### src/phase_step_regs.svh
/*
 * Constants for the phase-step handshake: counter selection codes,
 * phase accumulator width and timing counts.
 * Assumes inclusion by the package and both ends of the link.
 */
`ifndef PHASE_STEP_REGS_SVH
`define PHASE_STEP_REGS_SVH

// ============================================================
// Counter selection codes
`define SEL_ALL      3'h0
`define SEL_FEEDBACK 3'h1
`define SEL_POST0    3'h2
`define SEL_POST1    3'h3
`define SEL_POST2    3'h4
`define SEL_POST3    3'h5
`define SEL_POST4    3'h6

// ============================================================
// Counter masks, bit 0 feedback, bits 1 to 5 post dividers
`define MASK_NONE     6'h00
`define MASK_FEEDBACK 6'h01
`define MASK_POST0    6'h02
`define MASK_POST1    6'h04
`define MASK_POST2    6'h08
`define MASK_POST3    6'h10
`define MASK_POST4    6'h20
`define MASK_ALL_POST 6'h3e

// ============================================================
// Phase and timing
`define PHASE_W        16
`define PHASE_ONE      16'h0001
`define PHASE_RESET    16'h0000
`define STEP_HOLD_CYC  2'h2
`define HOLD_ONE       2'h1
`define SHIFT_BUSY_CYC 3'h3
`define CNT_ZERO       3'h0
`define CNT_ONE        3'h1
`define NUM_CNT        6

`endif

### src/phase_step_pkg.sv
/*
 * Types shared by both ends of the phase-step handshake.
 * Assumes phase_step_regs.svh is on the include path.
 */
`include "phase_step_regs.svh"

package phase_step_pkg;

	typedef logic [`PHASE_W-1:0] phase_t;

	typedef enum logic {
		DIR_ADVANCE,
		DIR_DELAY
	} dir_t;

endpackage

### src/phase_step_if.sv
/*
 * Phase-step link between the fabric controller and the PLL end.
 * Assumes both ends run on the scan clock.
 */
`timescale 1ns/1ns

interface phase_step_if;
	logic       scan_clk;
	logic       step_req;
	logic       shift_up;
	logic [2:0] counter_sel;
	logic       step_complete;

	modport pll (
		input  scan_clk,
		input  step_req,
		input  shift_up,
		input  counter_sel,
		output step_complete
	);

	modport ctrl (
		output step_req,
		output shift_up,
		output counter_sel,
		input  step_complete
	);
endinterface

### src/pll_phase_step.sv
/*
 * PLL end of the phase-step handshake: falling-edge request sampler,
 * counter selection decode, per-counter phase accumulators counted in
 * eighths of a VCO period, and the completion flag.
 * Assumes core_clk also serves as the link's scan clock, that the
 * controller keeps the request high until it sees the completion flag
 * low, and that clk_en low freezes both ends together.
 */
`timescale 1ns/1ns
`include "phase_step_regs.svh"

module pll_phase_step
	import phase_step_pkg::*;
(
	// Clock and control
	input  wire logic                  core_clk,
	input  wire logic                  rstn,
	input  wire logic                  clk_en,
	// Link
	phase_step_if.pll                  link,
	// Phase state in eighths of a VCO period
	output      logic [`PHASE_W-1:0]   feedback_phase,
	output      logic [`PHASE_W-1:0]   post_divider_0,
	output      logic [`PHASE_W-1:0]   post_divider_1,
	output      logic [`PHASE_W-1:0]   post_divider_2,
	output      logic [`PHASE_W-1:0]   post_divider_3,
	output      logic [`PHASE_W-1:0]   post_divider_4,
	output      logic                  shift_busy
);

	// ============================================================
	// Falling-edge sampler
	// Only state outside the struct, as it lives on the other edge
	// Clock enable freezes this flop as well
	logic neg_req_r;

	always_ff @(negedge core_clk) begin
		if (!rstn) begin
			neg_req_r <= 1'b0;
		end else if (clk_en) begin
			neg_req_r <= link.step_req;
		end
	end

	// ============================================================
	// State
	typedef enum logic [1:0] {
		ST_IDLE,
		ST_WAIT,
		ST_SHIFT,
		ST_REARM
	} pstate_t;

	typedef struct packed {
		pstate_t                 st;
		logic [2:0]              cnt;
		logic                    dir;
		logic [2:0]              sel;
		logic                    done;
		logic                    busy;
		phase_t [`NUM_CNT-1:0]   ph;
	} state_t;

	state_t s_r;
	state_t s_nxt;

	// ============================================================
	// Counter selection decode
	// Bit 0 is the feedback counter, bits 1 to 5 the post dividers
	// Decoded once so the accumulator loop is a plain mask test
	logic [`NUM_CNT-1:0] sel_mask;

	always_comb begin
		sel_mask = `MASK_NONE;
		case (s_r.sel)
			`SEL_ALL: begin
				sel_mask = `MASK_ALL_POST;
			end

			`SEL_FEEDBACK: begin
				sel_mask = `MASK_FEEDBACK;
			end

			`SEL_POST0: begin
				sel_mask = `MASK_POST0;
			end

			`SEL_POST1: begin
				sel_mask = `MASK_POST1;
			end

			`SEL_POST2: begin
				sel_mask = `MASK_POST2;
			end

			`SEL_POST3: begin
				sel_mask = `MASK_POST3;
			end

			`SEL_POST4: begin
				sel_mask = `MASK_POST4;
			end

			default: begin
				// Code seven moves nothing, yet the handshake still runs
				sel_mask = `MASK_NONE;
			end
		endcase
	end

	// ============================================================
	// Per-counter step arithmetic
	// Accumulators wrap silently; whole turns are not tracked
	phase_t stepped [`NUM_CNT];

	for (genvar g = 0; g < `NUM_CNT; g++) begin : g_step
		always_comb begin
			stepped[g] = s_r.ph[g];
			case (dir_t'(s_r.dir))
				DIR_DELAY: begin
					stepped[g] = s_r.ph[g] + `PHASE_ONE;
				end

				DIR_ADVANCE: begin
					stepped[g] = s_r.ph[g] - `PHASE_ONE;
				end

				default: begin
					stepped[g] = s_r.ph[g];
				end
			endcase
		end
	end

	// ============================================================
	// Next state
	always_comb begin
		s_nxt = s_r;
		case (s_r.st)
			ST_IDLE: begin
				// Sampled at negedge, so next rise is the first after latching
				if (neg_req_r) begin
					s_nxt.st = ST_WAIT;
				end
			end

			ST_WAIT: begin
				// Direction and selection taken here, not with the request
				s_nxt.dir  = link.shift_up;
				s_nxt.sel  = link.counter_sel;
				s_nxt.done = 1'b0;
				s_nxt.busy = 1'b1;
				s_nxt.cnt  = `SHIFT_BUSY_CYC;
				s_nxt.st   = ST_SHIFT;
			end

			ST_SHIFT: begin
				if (s_r.cnt == `CNT_ONE) begin
					// One step per pulse, applied once at the end
					for (int i = 0; i < `NUM_CNT; i++) begin
						if (sel_mask[i]) begin
							s_nxt.ph[i] = stepped[i];
						end
					end
					s_nxt.done = 1'b1;
					s_nxt.busy = 1'b0;
					s_nxt.st   = ST_REARM;
				end
				s_nxt.cnt = s_r.cnt - `CNT_ONE;
			end

			ST_REARM: begin
				// A request still high is the same pulse and must not step again
				if (!neg_req_r) begin
					s_nxt.st = ST_IDLE;
				end
			end

			default: begin
				s_nxt.st = ST_IDLE;
			end
		endcase
	end

	// ============================================================
	// State register
	// Reset clears every accumulator; the controller restarts from zero
	always_ff @(posedge core_clk) begin
		if (!rstn) begin
			s_r      <= '0;
			s_r.done <= 1'b1;
			s_r.st   <= ST_IDLE;
		end else if (clk_en) begin
			s_r <= s_nxt;
		end
	end

	// ============================================================
	// Outputs, each a bare register bit
	// Busy has its own bit so it leaves a flop, not an inverter
	assign link.step_complete = s_r.done;
	assign shift_busy         = s_r.busy;
	assign feedback_phase     = s_r.ph[0];
	assign post_divider_0     = s_r.ph[1];
	assign post_divider_1     = s_r.ph[2];
	assign post_divider_2     = s_r.ph[3];
	assign post_divider_3     = s_r.ph[4];
	assign post_divider_4     = s_r.ph[5];

endmodule

### src/flat_wrapper.sv
// flat-port wrapper written by rule: the top's interface ports become plain ports
module pll_phase_step_flat import phase_step_pkg::*;
  (core_clk, rstn, clk_en, feedback_phase, post_divider_0, post_divider_1, post_divider_2, post_divider_3, post_divider_4, shift_busy, link_scan_clk, link_step_req, link_shift_up, link_counter_sel, link_step_complete);
  phase_step_if link_i ();
  input  wire logic core_clk;
  input  wire logic rstn;
  input  wire logic clk_en;
  output      logic [`PHASE_W-1:0] feedback_phase;
  output      logic [`PHASE_W-1:0] post_divider_0;
  output      logic [`PHASE_W-1:0] post_divider_1;
  output      logic [`PHASE_W-1:0] post_divider_2;
  output      logic [`PHASE_W-1:0] post_divider_3;
  output      logic [`PHASE_W-1:0] post_divider_4;
  output      logic shift_busy;
  input wire logic [$bits(link_i.scan_clk)-1:0] link_scan_clk;
  input wire logic [$bits(link_i.step_req)-1:0] link_step_req;
  input wire logic [$bits(link_i.shift_up)-1:0] link_shift_up;
  input wire logic [$bits(link_i.counter_sel)-1:0] link_counter_sel;
  output wire logic [$bits(link_i.step_complete)-1:0] link_step_complete;
  assign link_i.scan_clk = link_scan_clk;
  assign link_i.step_req = link_step_req;
  assign link_i.shift_up = link_shift_up;
  assign link_i.counter_sel = link_counter_sel;
  assign link_step_complete = link_i.step_complete;
  pll_phase_step u_core (.core_clk(core_clk), .rstn(rstn), .clk_en(clk_en), .link(link_i), .feedback_phase(feedback_phase), .post_divider_0(post_divider_0), .post_divider_1(post_divider_1), .post_divider_2(post_divider_2), .post_divider_3(post_divider_3), .post_divider_4(post_divider_4), .shift_busy(shift_busy));
endmodule
### config.mk
export PLATFORM = sky130hd
export DESIGN_NAME = pll_phase_step_flat
export DESIGN_NICKNAME = d
export VERILOG_FILES = /design/src/phase_step_pkg.sv /design/src/phase_step_if.sv /design/src/pll_phase_step.sv /design/src/flat_wrapper.sv
export VERILOG_INCLUDE_DIRS = /design/src
export SDC_FILE = /design/constraint.sdc
export NUM_CORES = 1
export LEC_CHECK = 0
export BUFFER_PORTS_ARGS = -buffer_cell sky130_fd_sc_hd__buf_2
export CORE_MARGIN = 5
export CORE_UTILIZATION = 60
export CTS_CLUSTER_SIZE = 8
export DETAILED_ROUTE_END_ITERATION = 12
export GPL_TIMING_DRIVEN = 0
export PLACE_DENSITY_LB_ADDON = 0.05
export SLEW_MARGIN = 20
export SYNTH_ARGS = -nofsm -noshare
export SYNTH_HDL_FRONTEND = slang
export SYNTH_SLANG_ARGS = --single-unit
### constraint.sdc
create_clock -name core_clk -period 9.7 [get_ports core_clk]
set_clock_uncertainty 0.05 [all_clocks]
set_input_delay 0.97 -clock core_clk [delete_from_list [all_inputs] [get_ports core_clk]]
set_output_delay 0.97 -clock core_clk [all_outputs]
set_load 0.02 [all_outputs]
==> metrics.txt, run 1 <==
# TYPE chip_impl_metric gauge
chip_impl_metric{name="synth.cell_area",unit="sq mm"} 0.00887
chip_impl_metric{name="synth_mux_area_share",unit="%"} 1.14
chip_impl_metric{name="yosys.area_share.simple",unit="%"} 20.7
chip_impl_metric{name="pwr-share-comb",unit="%"} 11.7
chip_impl_metric{name="floorplan.rows",unit=""} 44
chip_impl_metric{name="grt_max_degree",unit=""} 92
chip_impl_metric{name="detail-route-antenna-nets",unit=""} 0
chip_impl_info{name="path_cells",value="buf_2, inv_1, clkbuf_1, buf_1, buf_1, nor2_1"} 1
chip_impl_metric{name="die_area",unit="sq mm"} 0.0173
chip_impl_metric{name="clkLatencyLatePin",unit="ps"} 410
chip_impl_metric{name="floorplan.initialDensity",unit="%"} 61.1
chip_impl_metric{name="antenna_found_initial",unit=""} 0
chip_impl_metric{name="cts-root-to-sink-buffers",unit=""} 2
chip_impl_metric{name="drt-vias-per-instance",unit=""} 5.84
chip_impl_metric{name="io_buffers",unit=""} 104
chip_impl_metric{name="postCtsSetupRepairBufs",unit=""} 0
chip_impl_metric{name="tightest_slew",unit="ps"} 1020
chip_impl_metric{name="top_level_ports",unit=""} 107
chip_impl_metric{name="share_seq_of_total_power",unit="%"} 45.8
chip_impl_metric{name="postLayoutCoreUtil",unit="%"} 68.5
chip_impl_metric{name="maxSlewHeadroom",unit="%"} 31.8
chip_impl_metric{name="drc",unit=""} 0
chip_impl_metric{name="power_leakage",unit="nW"} 4.65
chip_impl_info{name="cts_tree",value="built"} 1
chip_impl_metric{name="synthCells",unit=""} 1127
chip_impl_metric{name="design.core.area",unit="sq mm"} 0.0145
chip_impl_info{name="layout.cells.most_common",value="sky130_fd_sc_hd__dfxtp_1"} 1
chip_impl_metric{name="area_growth",unit="%"} 12.3
chip_impl_metric{name="die_h",unit="um"} 132
chip_impl_info{name="cts_root_buf",value="sky130_fd_sc_hd__clkbuf_16"} 1
chip_impl_metric{name="p_per_area",unit="mW/mm^2"} 98.5
chip_impl_metric{name="critPathBufInv",unit=""} 5
chip_impl_info{name="largest_family_of_logic_cells_by_synthesized_area",value="compound AO/OA/AOI/OAI gates"} 1
chip_impl_metric{name="cts_inserted_buffers",unit=""} 9
chip_impl_metric{name="drive_gt1_share",unit="%"} 18.4
chip_impl_metric{name="ys_types",unit=""} 65
chip_impl_metric{name="num_antenna_cells",unit=""} 0
chip_impl_metric{name="synth-xor-area-share",unit="%"} 5.03
chip_impl_metric{name="die_w",unit="um"} 132
chip_impl_metric{name="syn_nets",unit=""} 1233
chip_impl_metric{name="synth-edff-count",unit=""} 0
chip_impl_info{name="result_of_the_run",value="complete, no violations"} 1
chip_impl_info{name="ys.flop_type",value="sky130_fd_sc_hd__dfxtp_1"} 1
chip_impl_info{name="reg2reg_from",value="u_core.neg_req_r$_SDFFE_NN0P_"} 1
chip_impl_info{name="critPathLaunch",value="rstn"} 1
chip_impl_info{name="startpoint_type",value="input pin"} 1
chip_impl_metric{name="totalNegativeSetupSlack",unit="ps"} 0
chip_impl_metric{name="drtIter0Drc",unit=""} 526
chip_impl_metric{name="finish.net_count",unit=""} 1348
chip_impl_info{name="path_common_cell",value="sky130_fd_sc_hd__buf_1"} 1
chip_impl_metric{name="drt_pre_antenna_iters",unit=""} 5
chip_impl_metric{name="post_synth.cell_area_avg",unit="sq um"} 7.87
chip_impl_metric{name="path_max_fanout",unit=""} 10
chip_impl_metric{name="net-switching-power",unit="mW"} 0.258
chip_impl_metric{name="internal_power",unit="mW"} 0.724
chip_impl_metric{name="hold_violations",unit=""} 0
chip_impl_metric{name="synth_compound_gate_area_share",unit="%"} 23.2
chip_impl_metric{name="synth_async_sr_flop_share",unit="%"} 0
chip_impl_metric{name="grt.total_usage",unit="%"} 25.2
chip_impl_info{name="rsz0062_at_grt",value="false"} 1
chip_impl_info{name="mostFrequentLayoutCells",value="sky130_fd_sc_hd__dfxtp_1 (108), sky130_fd_sc_hd__nand2_1 (105), sky130_fd_sc_hd__buf_2 (105)"} 1
chip_impl_metric{name="arrival",unit="ps"} 3000
chip_impl_info{name="min-delay-path-class",value="flip-flop to flip-flop"} 1
chip_impl_metric{name="maxCapViolations",unit=""} 0
chip_impl_metric{name="switching_share",unit="%"} 26.3
chip_impl_metric{name="share_clk_of_total_power",unit="%"} 42.4
chip_impl_metric{name="dpl_worst_slack",unit="ps"} 1660
chip_impl_metric{name="wire_per_inst",unit="um"} 15.8
chip_impl_metric{name="clock_sink_count",unit=""} 108
chip_impl_metric{name="globalRouteOverflowTotal",unit=""} 0
chip_impl_info{name="worst_path_dominant_cell_family",value="buffers and inverters"} 1
chip_impl_metric{name="cts_hold_buffers",unit=""} 0
chip_impl_metric{name="cts_max_level",unit=""} 3
chip_impl_metric{name="required",unit="ps"} 5070
chip_impl_metric{name="grt_first_pass_wirelength",unit="um"} 37300
chip_impl_metric{name="synthAdderAreaFrac",unit="%"} 14.2
chip_impl_metric{name="postSynthRegisterBits",unit=""} 108
chip_impl_metric{name="post_cts_resize_count",unit=""} 0
chip_impl_info{name="hold_path_startpoint",value="u_core.post_divider_0[4]$_SDFFE_PN0P_"} 1
chip_impl_metric{name="critPathMaxStageDelay",unit="ps"} 610
chip_impl_metric{name="layout_setup_ws",unit="ps"} 2060
chip_impl_info{name="library_cell_contributing_the_largest_single_delay_on_the_critical_path",value="sky130_fd_sc_hd__buf_1"} 1
chip_impl_info{name="setup.worst_path.end_class",value="flip-flop"} 1
chip_impl_metric{name="ys_warn_count",unit=""} 0
chip_impl_metric{name="finalWirelength",unit="um"} 22600
chip_impl_metric{name="route.vias.total",unit=""} 8360
chip_impl_metric{name="gp_congestion",unit=""} 0.925
chip_impl_metric{name="totalPowerFinal",unit="mW"} 0.981
chip_impl_metric{name="worst_hold_slack",unit="ps"} 423
chip_impl_metric{name="vdd_ir_drop_max",unit="uV"} 96.2
chip_impl_metric{name="grt_pass1_vias",unit=""} 7643
chip_impl_metric{name="reg_clk_slew_reported_paths",unit="ps"} 70
chip_impl_metric{name="worst_reg2reg_setup_slack",unit="ps"} 3710
chip_impl_metric{name="hpwl",unit="um"} 16400
chip_impl_info{name="timing.setup.critical_path_class",value="input pin to flip-flop"} 1
chip_impl_metric{name="setup_viol_count_final",unit=""} 0
chip_impl_metric{name="report.final.slew_viol_count",unit=""} 0
chip_impl_metric{name="share_of_the_yosys_chip_area_belonging_to_registers",unit="%"} 24.4
## per-stage QoR
stage / std cells / cell area [sq um]
2_1_floorplan: 1127 / 8870
5_1_grt: 1431 / 9960
3_5_place_dp: 1415 / 9640
4_1_cts: 1431 / 9960
6_report: 1431 / 9960
3_3_place_gp: 1415 / 9630
## cells in the mapped netlist (all sizes together) (14+ instances only)
| cell type | number | area (sq um) |
|---|---|---|
| buf | 105 | 767 |
| clkbuf | 33 | 124 |
| xnor2 | 28 | 245 |
| nand3 | 60 | 300 |
| o211ai | 14 | 105 |
| a31oi | 14 | 87.6 |
| inv | 30 | 113 |
| and3 | 14 | 87.6 |
| or3 | 15 | 93.8 |
| a211oi | 24 | 180 |
| nor2b | 15 | 93.8 |
| dfxtp | 108 | 2160 |
| nor2 | 66 | 248 |
| nor3 | 29 | 145 |
| a21o | 35 | 263 |
| xor2 | 23 | 201 |
| nand2 | 105 | 394 |
| o21ai | 70 | 350 |
| ha | 91 | 1140 |
| a21oi | 95 | 479 |
## cell families (layout without fill, tap and decap cells)
group	Yosys count	after routing
compound gates	324	324
xor+xnor	51	51
fa+ha+maj	97	97
buf+inv	169	289
flops	108	108
mux	10	10
simple gates	368	368
## per-layer routing
| layer | vias to the layer above | share of wire [%] | GRT usage, % |
|---|---|---|---|
| met5 | - | 0 | 0 |
| met4 | 0 | 2.4 | 9.14 |
| met3 | 37 | 5.2 | 4.40 |
| met2 | 247 | 46 | 40.9 |
| met1 | 3835 | 46 | 33.8 |
| li1 | 4241 | - | - |
## registers in the layout, indices dropped and copies added, names as in the netlist, 9 cells and up
register	cells
u_core.feedback_phase	16
u_core.post_divider_0	16
u_core.post_divider_1	16
u_core.post_divider_2	16
u_core.post_divider_3	16
u_core.post_divider_4	16
u_core.s_r	9
## layout make-up
cell class,count,area [sq um]
buffer,138,891
clock buffer,11,243
clock inverter,6,86.3
fill,1306,4570
inverter,30,118
multi-input combinational,850,5710
sequential,108,2160
tap,184,230
timing repair buffer,104,520
## worst paths after layout
kind                                                 to  depth (start not counted)
setup / recovery          u_core.neg_req_r$_SDFFE_NN0P_                          6
hold / removal    u_core.post_divider_0[4]$_SDFFE_PN0P_                          2
setup reg to reg           u_core.s_r[105]$_SDFFE_PN0P_                          4
hold reg to reg   u_core.post_divider_0[4]$_SDFFE_PN0P_                          2
## worst min-delay path, delay by kind of cell (launching register included)
kind	cells	cell delay [ps]
flops	1	330
simple gates	1	60
compound gates	1	50
## power by group through the flow
| stage | sequential (mW) | combinational (mW) | clock, mW |
|---|---|---|---|
| 2_1_floorplan | 0.460 | 0.0843 | 0.00129 |
| 3_3_place_gp | 0.460 | 0.110 | 0.00129 |
| 3_5_place_dp | 0.460 | 0.112 | 0.00129 |
| 4_1_cts | 0.450 | 0.114 | 0.427 |
| 5_1_grt | 0.450 | 0.128 | 0.442 |
| 6_report | 0.450 | 0.115 | 0.416 |
No activity file was read; power rests on OpenSTA's default activity.
==> inputs of run 2 (changes only) <==
CORE_UTILIZATION = 54   (was 60)
clock period = 6.13 ns   (was 9.7 ns; I/O delays follow)
==> metrics.txt, run 2 (synthesized netlist as in run 1, its figures left out) <==
# TYPE chip_impl_metric gauge
chip_impl_info{name="result_of_the_run",value="complete, no violations"} 1
chip_impl_info{name="timing.setup.critical_path_class",value="input pin to flip-flop"} 1
chip_impl_info{name="critPathLaunch",value="rstn"} 1
chip_impl_metric{name="totalNegativeSetupSlack",unit="ps"} 0
chip_impl_metric{name="share_seq_of_total_power",unit="%"} 46.4
chip_impl_metric{name="tightest_slew",unit="ps"} 992
chip_impl_info{name="startpoint_type",value="input pin"} 1
chip_impl_metric{name="area_growth",unit="%"} 13.0
chip_impl_metric{name="pwr-share-comb",unit="%"} 12.0
chip_impl_metric{name="top_level_ports",unit=""} 107
chip_impl_metric{name="cts_max_level",unit=""} 3
chip_impl_metric{name="floorplan.rows",unit=""} 46
chip_impl_metric{name="drt_pre_antenna_iters",unit=""} 5
chip_impl_metric{name="power_leakage",unit="nW"} 4.67
chip_impl_metric{name="share_clk_of_total_power",unit="%"} 41.6
chip_impl_metric{name="die_h",unit="um"} 138
chip_impl_metric{name="num_antenna_cells",unit=""} 0
chip_impl_metric{name="antenna_found_initial",unit=""} 0
chip_impl_info{name="min-delay-path-class",value="flip-flop to flip-flop"} 1
chip_impl_metric{name="seq_area",unit="sq mm"} 0.00216
chip_impl_metric{name="fillers",unit=""} 1528
chip_impl_metric{name="die_area",unit="sq mm"} 0.0191
chip_impl_metric{name="internal_power",unit="mW"} 1.13
chip_impl_metric{name="required",unit="ps"} 3280
chip_impl_metric{name="hold_violations",unit=""} 0
chip_impl_metric{name="path_max_fanout",unit=""} 10
chip_impl_metric{name="post_cts_resize_count",unit=""} 0
chip_impl_metric{name="gp_congestion",unit=""} 0.900
chip_impl_info{name="rsz0062_at_grt",value="false"} 1
chip_impl_metric{name="grt_pass1_vias",unit=""} 7778
chip_impl_metric{name="arrival",unit="ps"} 2720
chip_impl_metric{name="multi_input_comb_area",unit="sq mm"} 0.00571
chip_impl_metric{name="maxSlewHeadroom",unit="%"} 33.4
chip_impl_metric{name="drt-vias-per-instance",unit=""} 5.73
chip_impl_metric{name="cts_inserted_buffers",unit=""} 9
chip_impl_metric{name="net-switching-power",unit="mW"} 0.399
chip_impl_metric{name="switching_share",unit="%"} 26.1
chip_impl_metric{name="floorplan.initialDensity",unit="%"} 55.5
chip_impl_metric{name="wire_per_inst",unit="um"} 15.8
chip_impl_metric{name="design.core.area",unit="sq mm"} 0.0160
chip_impl_metric{name="die_w",unit="um"} 138
chip_impl_metric{name="cts-root-to-sink-buffers",unit=""} 2
chip_impl_metric{name="report.final.slew_viol_count",unit=""} 0
chip_impl_info{name="cts_tree",value="built"} 1
chip_impl_info{name="cts_root_buf",value="sky130_fd_sc_hd__clkbuf_16"} 1
chip_impl_metric{name="hpwl",unit="um"} 16900
chip_impl_metric{name="globalRouteOverflowTotal",unit=""} 0
chip_impl_metric{name="clkLatencyLatePin",unit="ps"} 400
chip_impl_metric{name="route.vias.total",unit=""} 8383
chip_impl_metric{name="drive_gt1_share",unit="%"} 18.5
chip_impl_info{name="reg2reg_from",value="u_core.s_r[101]$_SDFFE_PN0P_"} 1
chip_impl_metric{name="detail-route-antenna-nets",unit=""} 0
chip_impl_info{name="layout.cells.most_common",value="sky130_fd_sc_hd__dfxtp_1"} 1
chip_impl_metric{name="p_per_area",unit="mW/mm^2"} 153
chip_impl_metric{name="cts_hold_buffers",unit=""} 0
chip_impl_info{name="mostFrequentLayoutCells",value="sky130_fd_sc_hd__dfxtp_1 (108), sky130_fd_sc_hd__nand2_1 (105), sky130_fd_sc_hd__buf_2 (105)"} 1
chip_impl_metric{name="grt.total_usage",unit="%"} 23.4
chip_impl_metric{name="maxCapViolations",unit=""} 0
chip_impl_metric{name="grt_max_degree",unit=""} 72
chip_impl_metric{name="layout_setup_ws",unit="ps"} 560
chip_impl_metric{name="finish.net_count",unit=""} 1349
chip_impl_metric{name="reg_clk_slew_reported_paths",unit="ps"} 70
chip_impl_info{name="hold_path_startpoint",value="u_core.post_divider_1[2]$_SDFFE_PN0P_"} 1
chip_impl_metric{name="drtIter0Drc",unit=""} 426
chip_impl_metric{name="grt_first_pass_wirelength",unit="um"} 38000
chip_impl_metric{name="clock_sink_count",unit=""} 108
chip_impl_metric{name="drc",unit=""} 0
chip_impl_metric{name="vdd_ir_drop_max",unit="uV"} 155
chip_impl_metric{name="io_buffers",unit=""} 104
chip_impl_info{name="setup.worst_path.end_class",value="flip-flop"} 1
chip_impl_metric{name="finalWirelength",unit="um"} 23100
chip_impl_metric{name="dpl_worst_slack",unit="ps"} 142
chip_impl_metric{name="setup_viol_count_final",unit=""} 0
chip_impl_metric{name="postCtsSetupRepairBufs",unit=""} 0
[run 2: cell type report]
type | count | share of cell area [%]
inverter | 30 | 1.17
sequential | 108 | 21.6
clock buffer | 14 | 3.16
clock inverter | 3 | 0.137
buffer | 138 | 8.88
tap | 216 | 2.69
timing repair buffer | 105 | 5.46
multi-input combinational | 850 | 56.9
[run 2: power groups by stage]
| stage | clock network, mW | registers [mW] | logic (mW) |
|---|---|---|---|
| global placement | 0.00204 | 0.728 | 0.176 |
| detailed placement | 0.00204 | 0.728 | 0.180 |
| floorplan | 0.00204 | 0.728 | 0.133 |
| finish | 0.637 | 0.711 | 0.183 |
| global route | 0.677 | 0.712 | 0.203 |
| CTS | 0.649 | 0.711 | 0.182 |
[run 2: final timing paths]
kind / slack, ps / end / cells after the start
max: 560 / u_core.neg_req_r$_SDFFE_NN0P_ / 6
min: 420 / u_core.post_divider_1[2]$_SDFFE_PN0P_ / 2
max reg2reg: 1660 / u_core.post_divider_3[15]$_SDFFE_PN0P_ / 11
min reg2reg: 420 / u_core.post_divider_1[2]$_SDFFE_PN0P_ / 2
[run 2: critical path, stage by stage]
cell,delay [ps]
sky130_fd_sc_hd__buf_2,120
sky130_fd_sc_hd__inv_1,250
sky130_fd_sc_hd__clkbuf_1,420
sky130_fd_sc_hd__buf_1,580
sky130_fd_sc_hd__buf_1,610
sky130_fd_sc_hd__nor2_1,110
[run 2: metal layers]
layer	vias to the layer above	share of wire, %	wire (um)	GRT usage, %
met1	3882	45	10500	31.1
met5	-	0	0	0
met2	225	47	10800	39.8
met4	0	1.4	314	6.08
met3	22	6.5	1510	3.90
li1	4254	-	-	-
[run 2: per-stage QoR]
stage	instances	hold WS [ps]	power, mW	utilization [%]	instance area [sq um]
2_1_floorplan	1127	400	0.863	-	8870
3_3_place_gp	1447	411	0.906	60.4	9670
3_5_place_dp	1448	415	0.910	60.7	9700
4_1_cts	1464	425	1.54	62.7	10000
5_1_grt	1464	447	1.59	62.7	10000
6_report	1464	420	1.53	62.7	10000
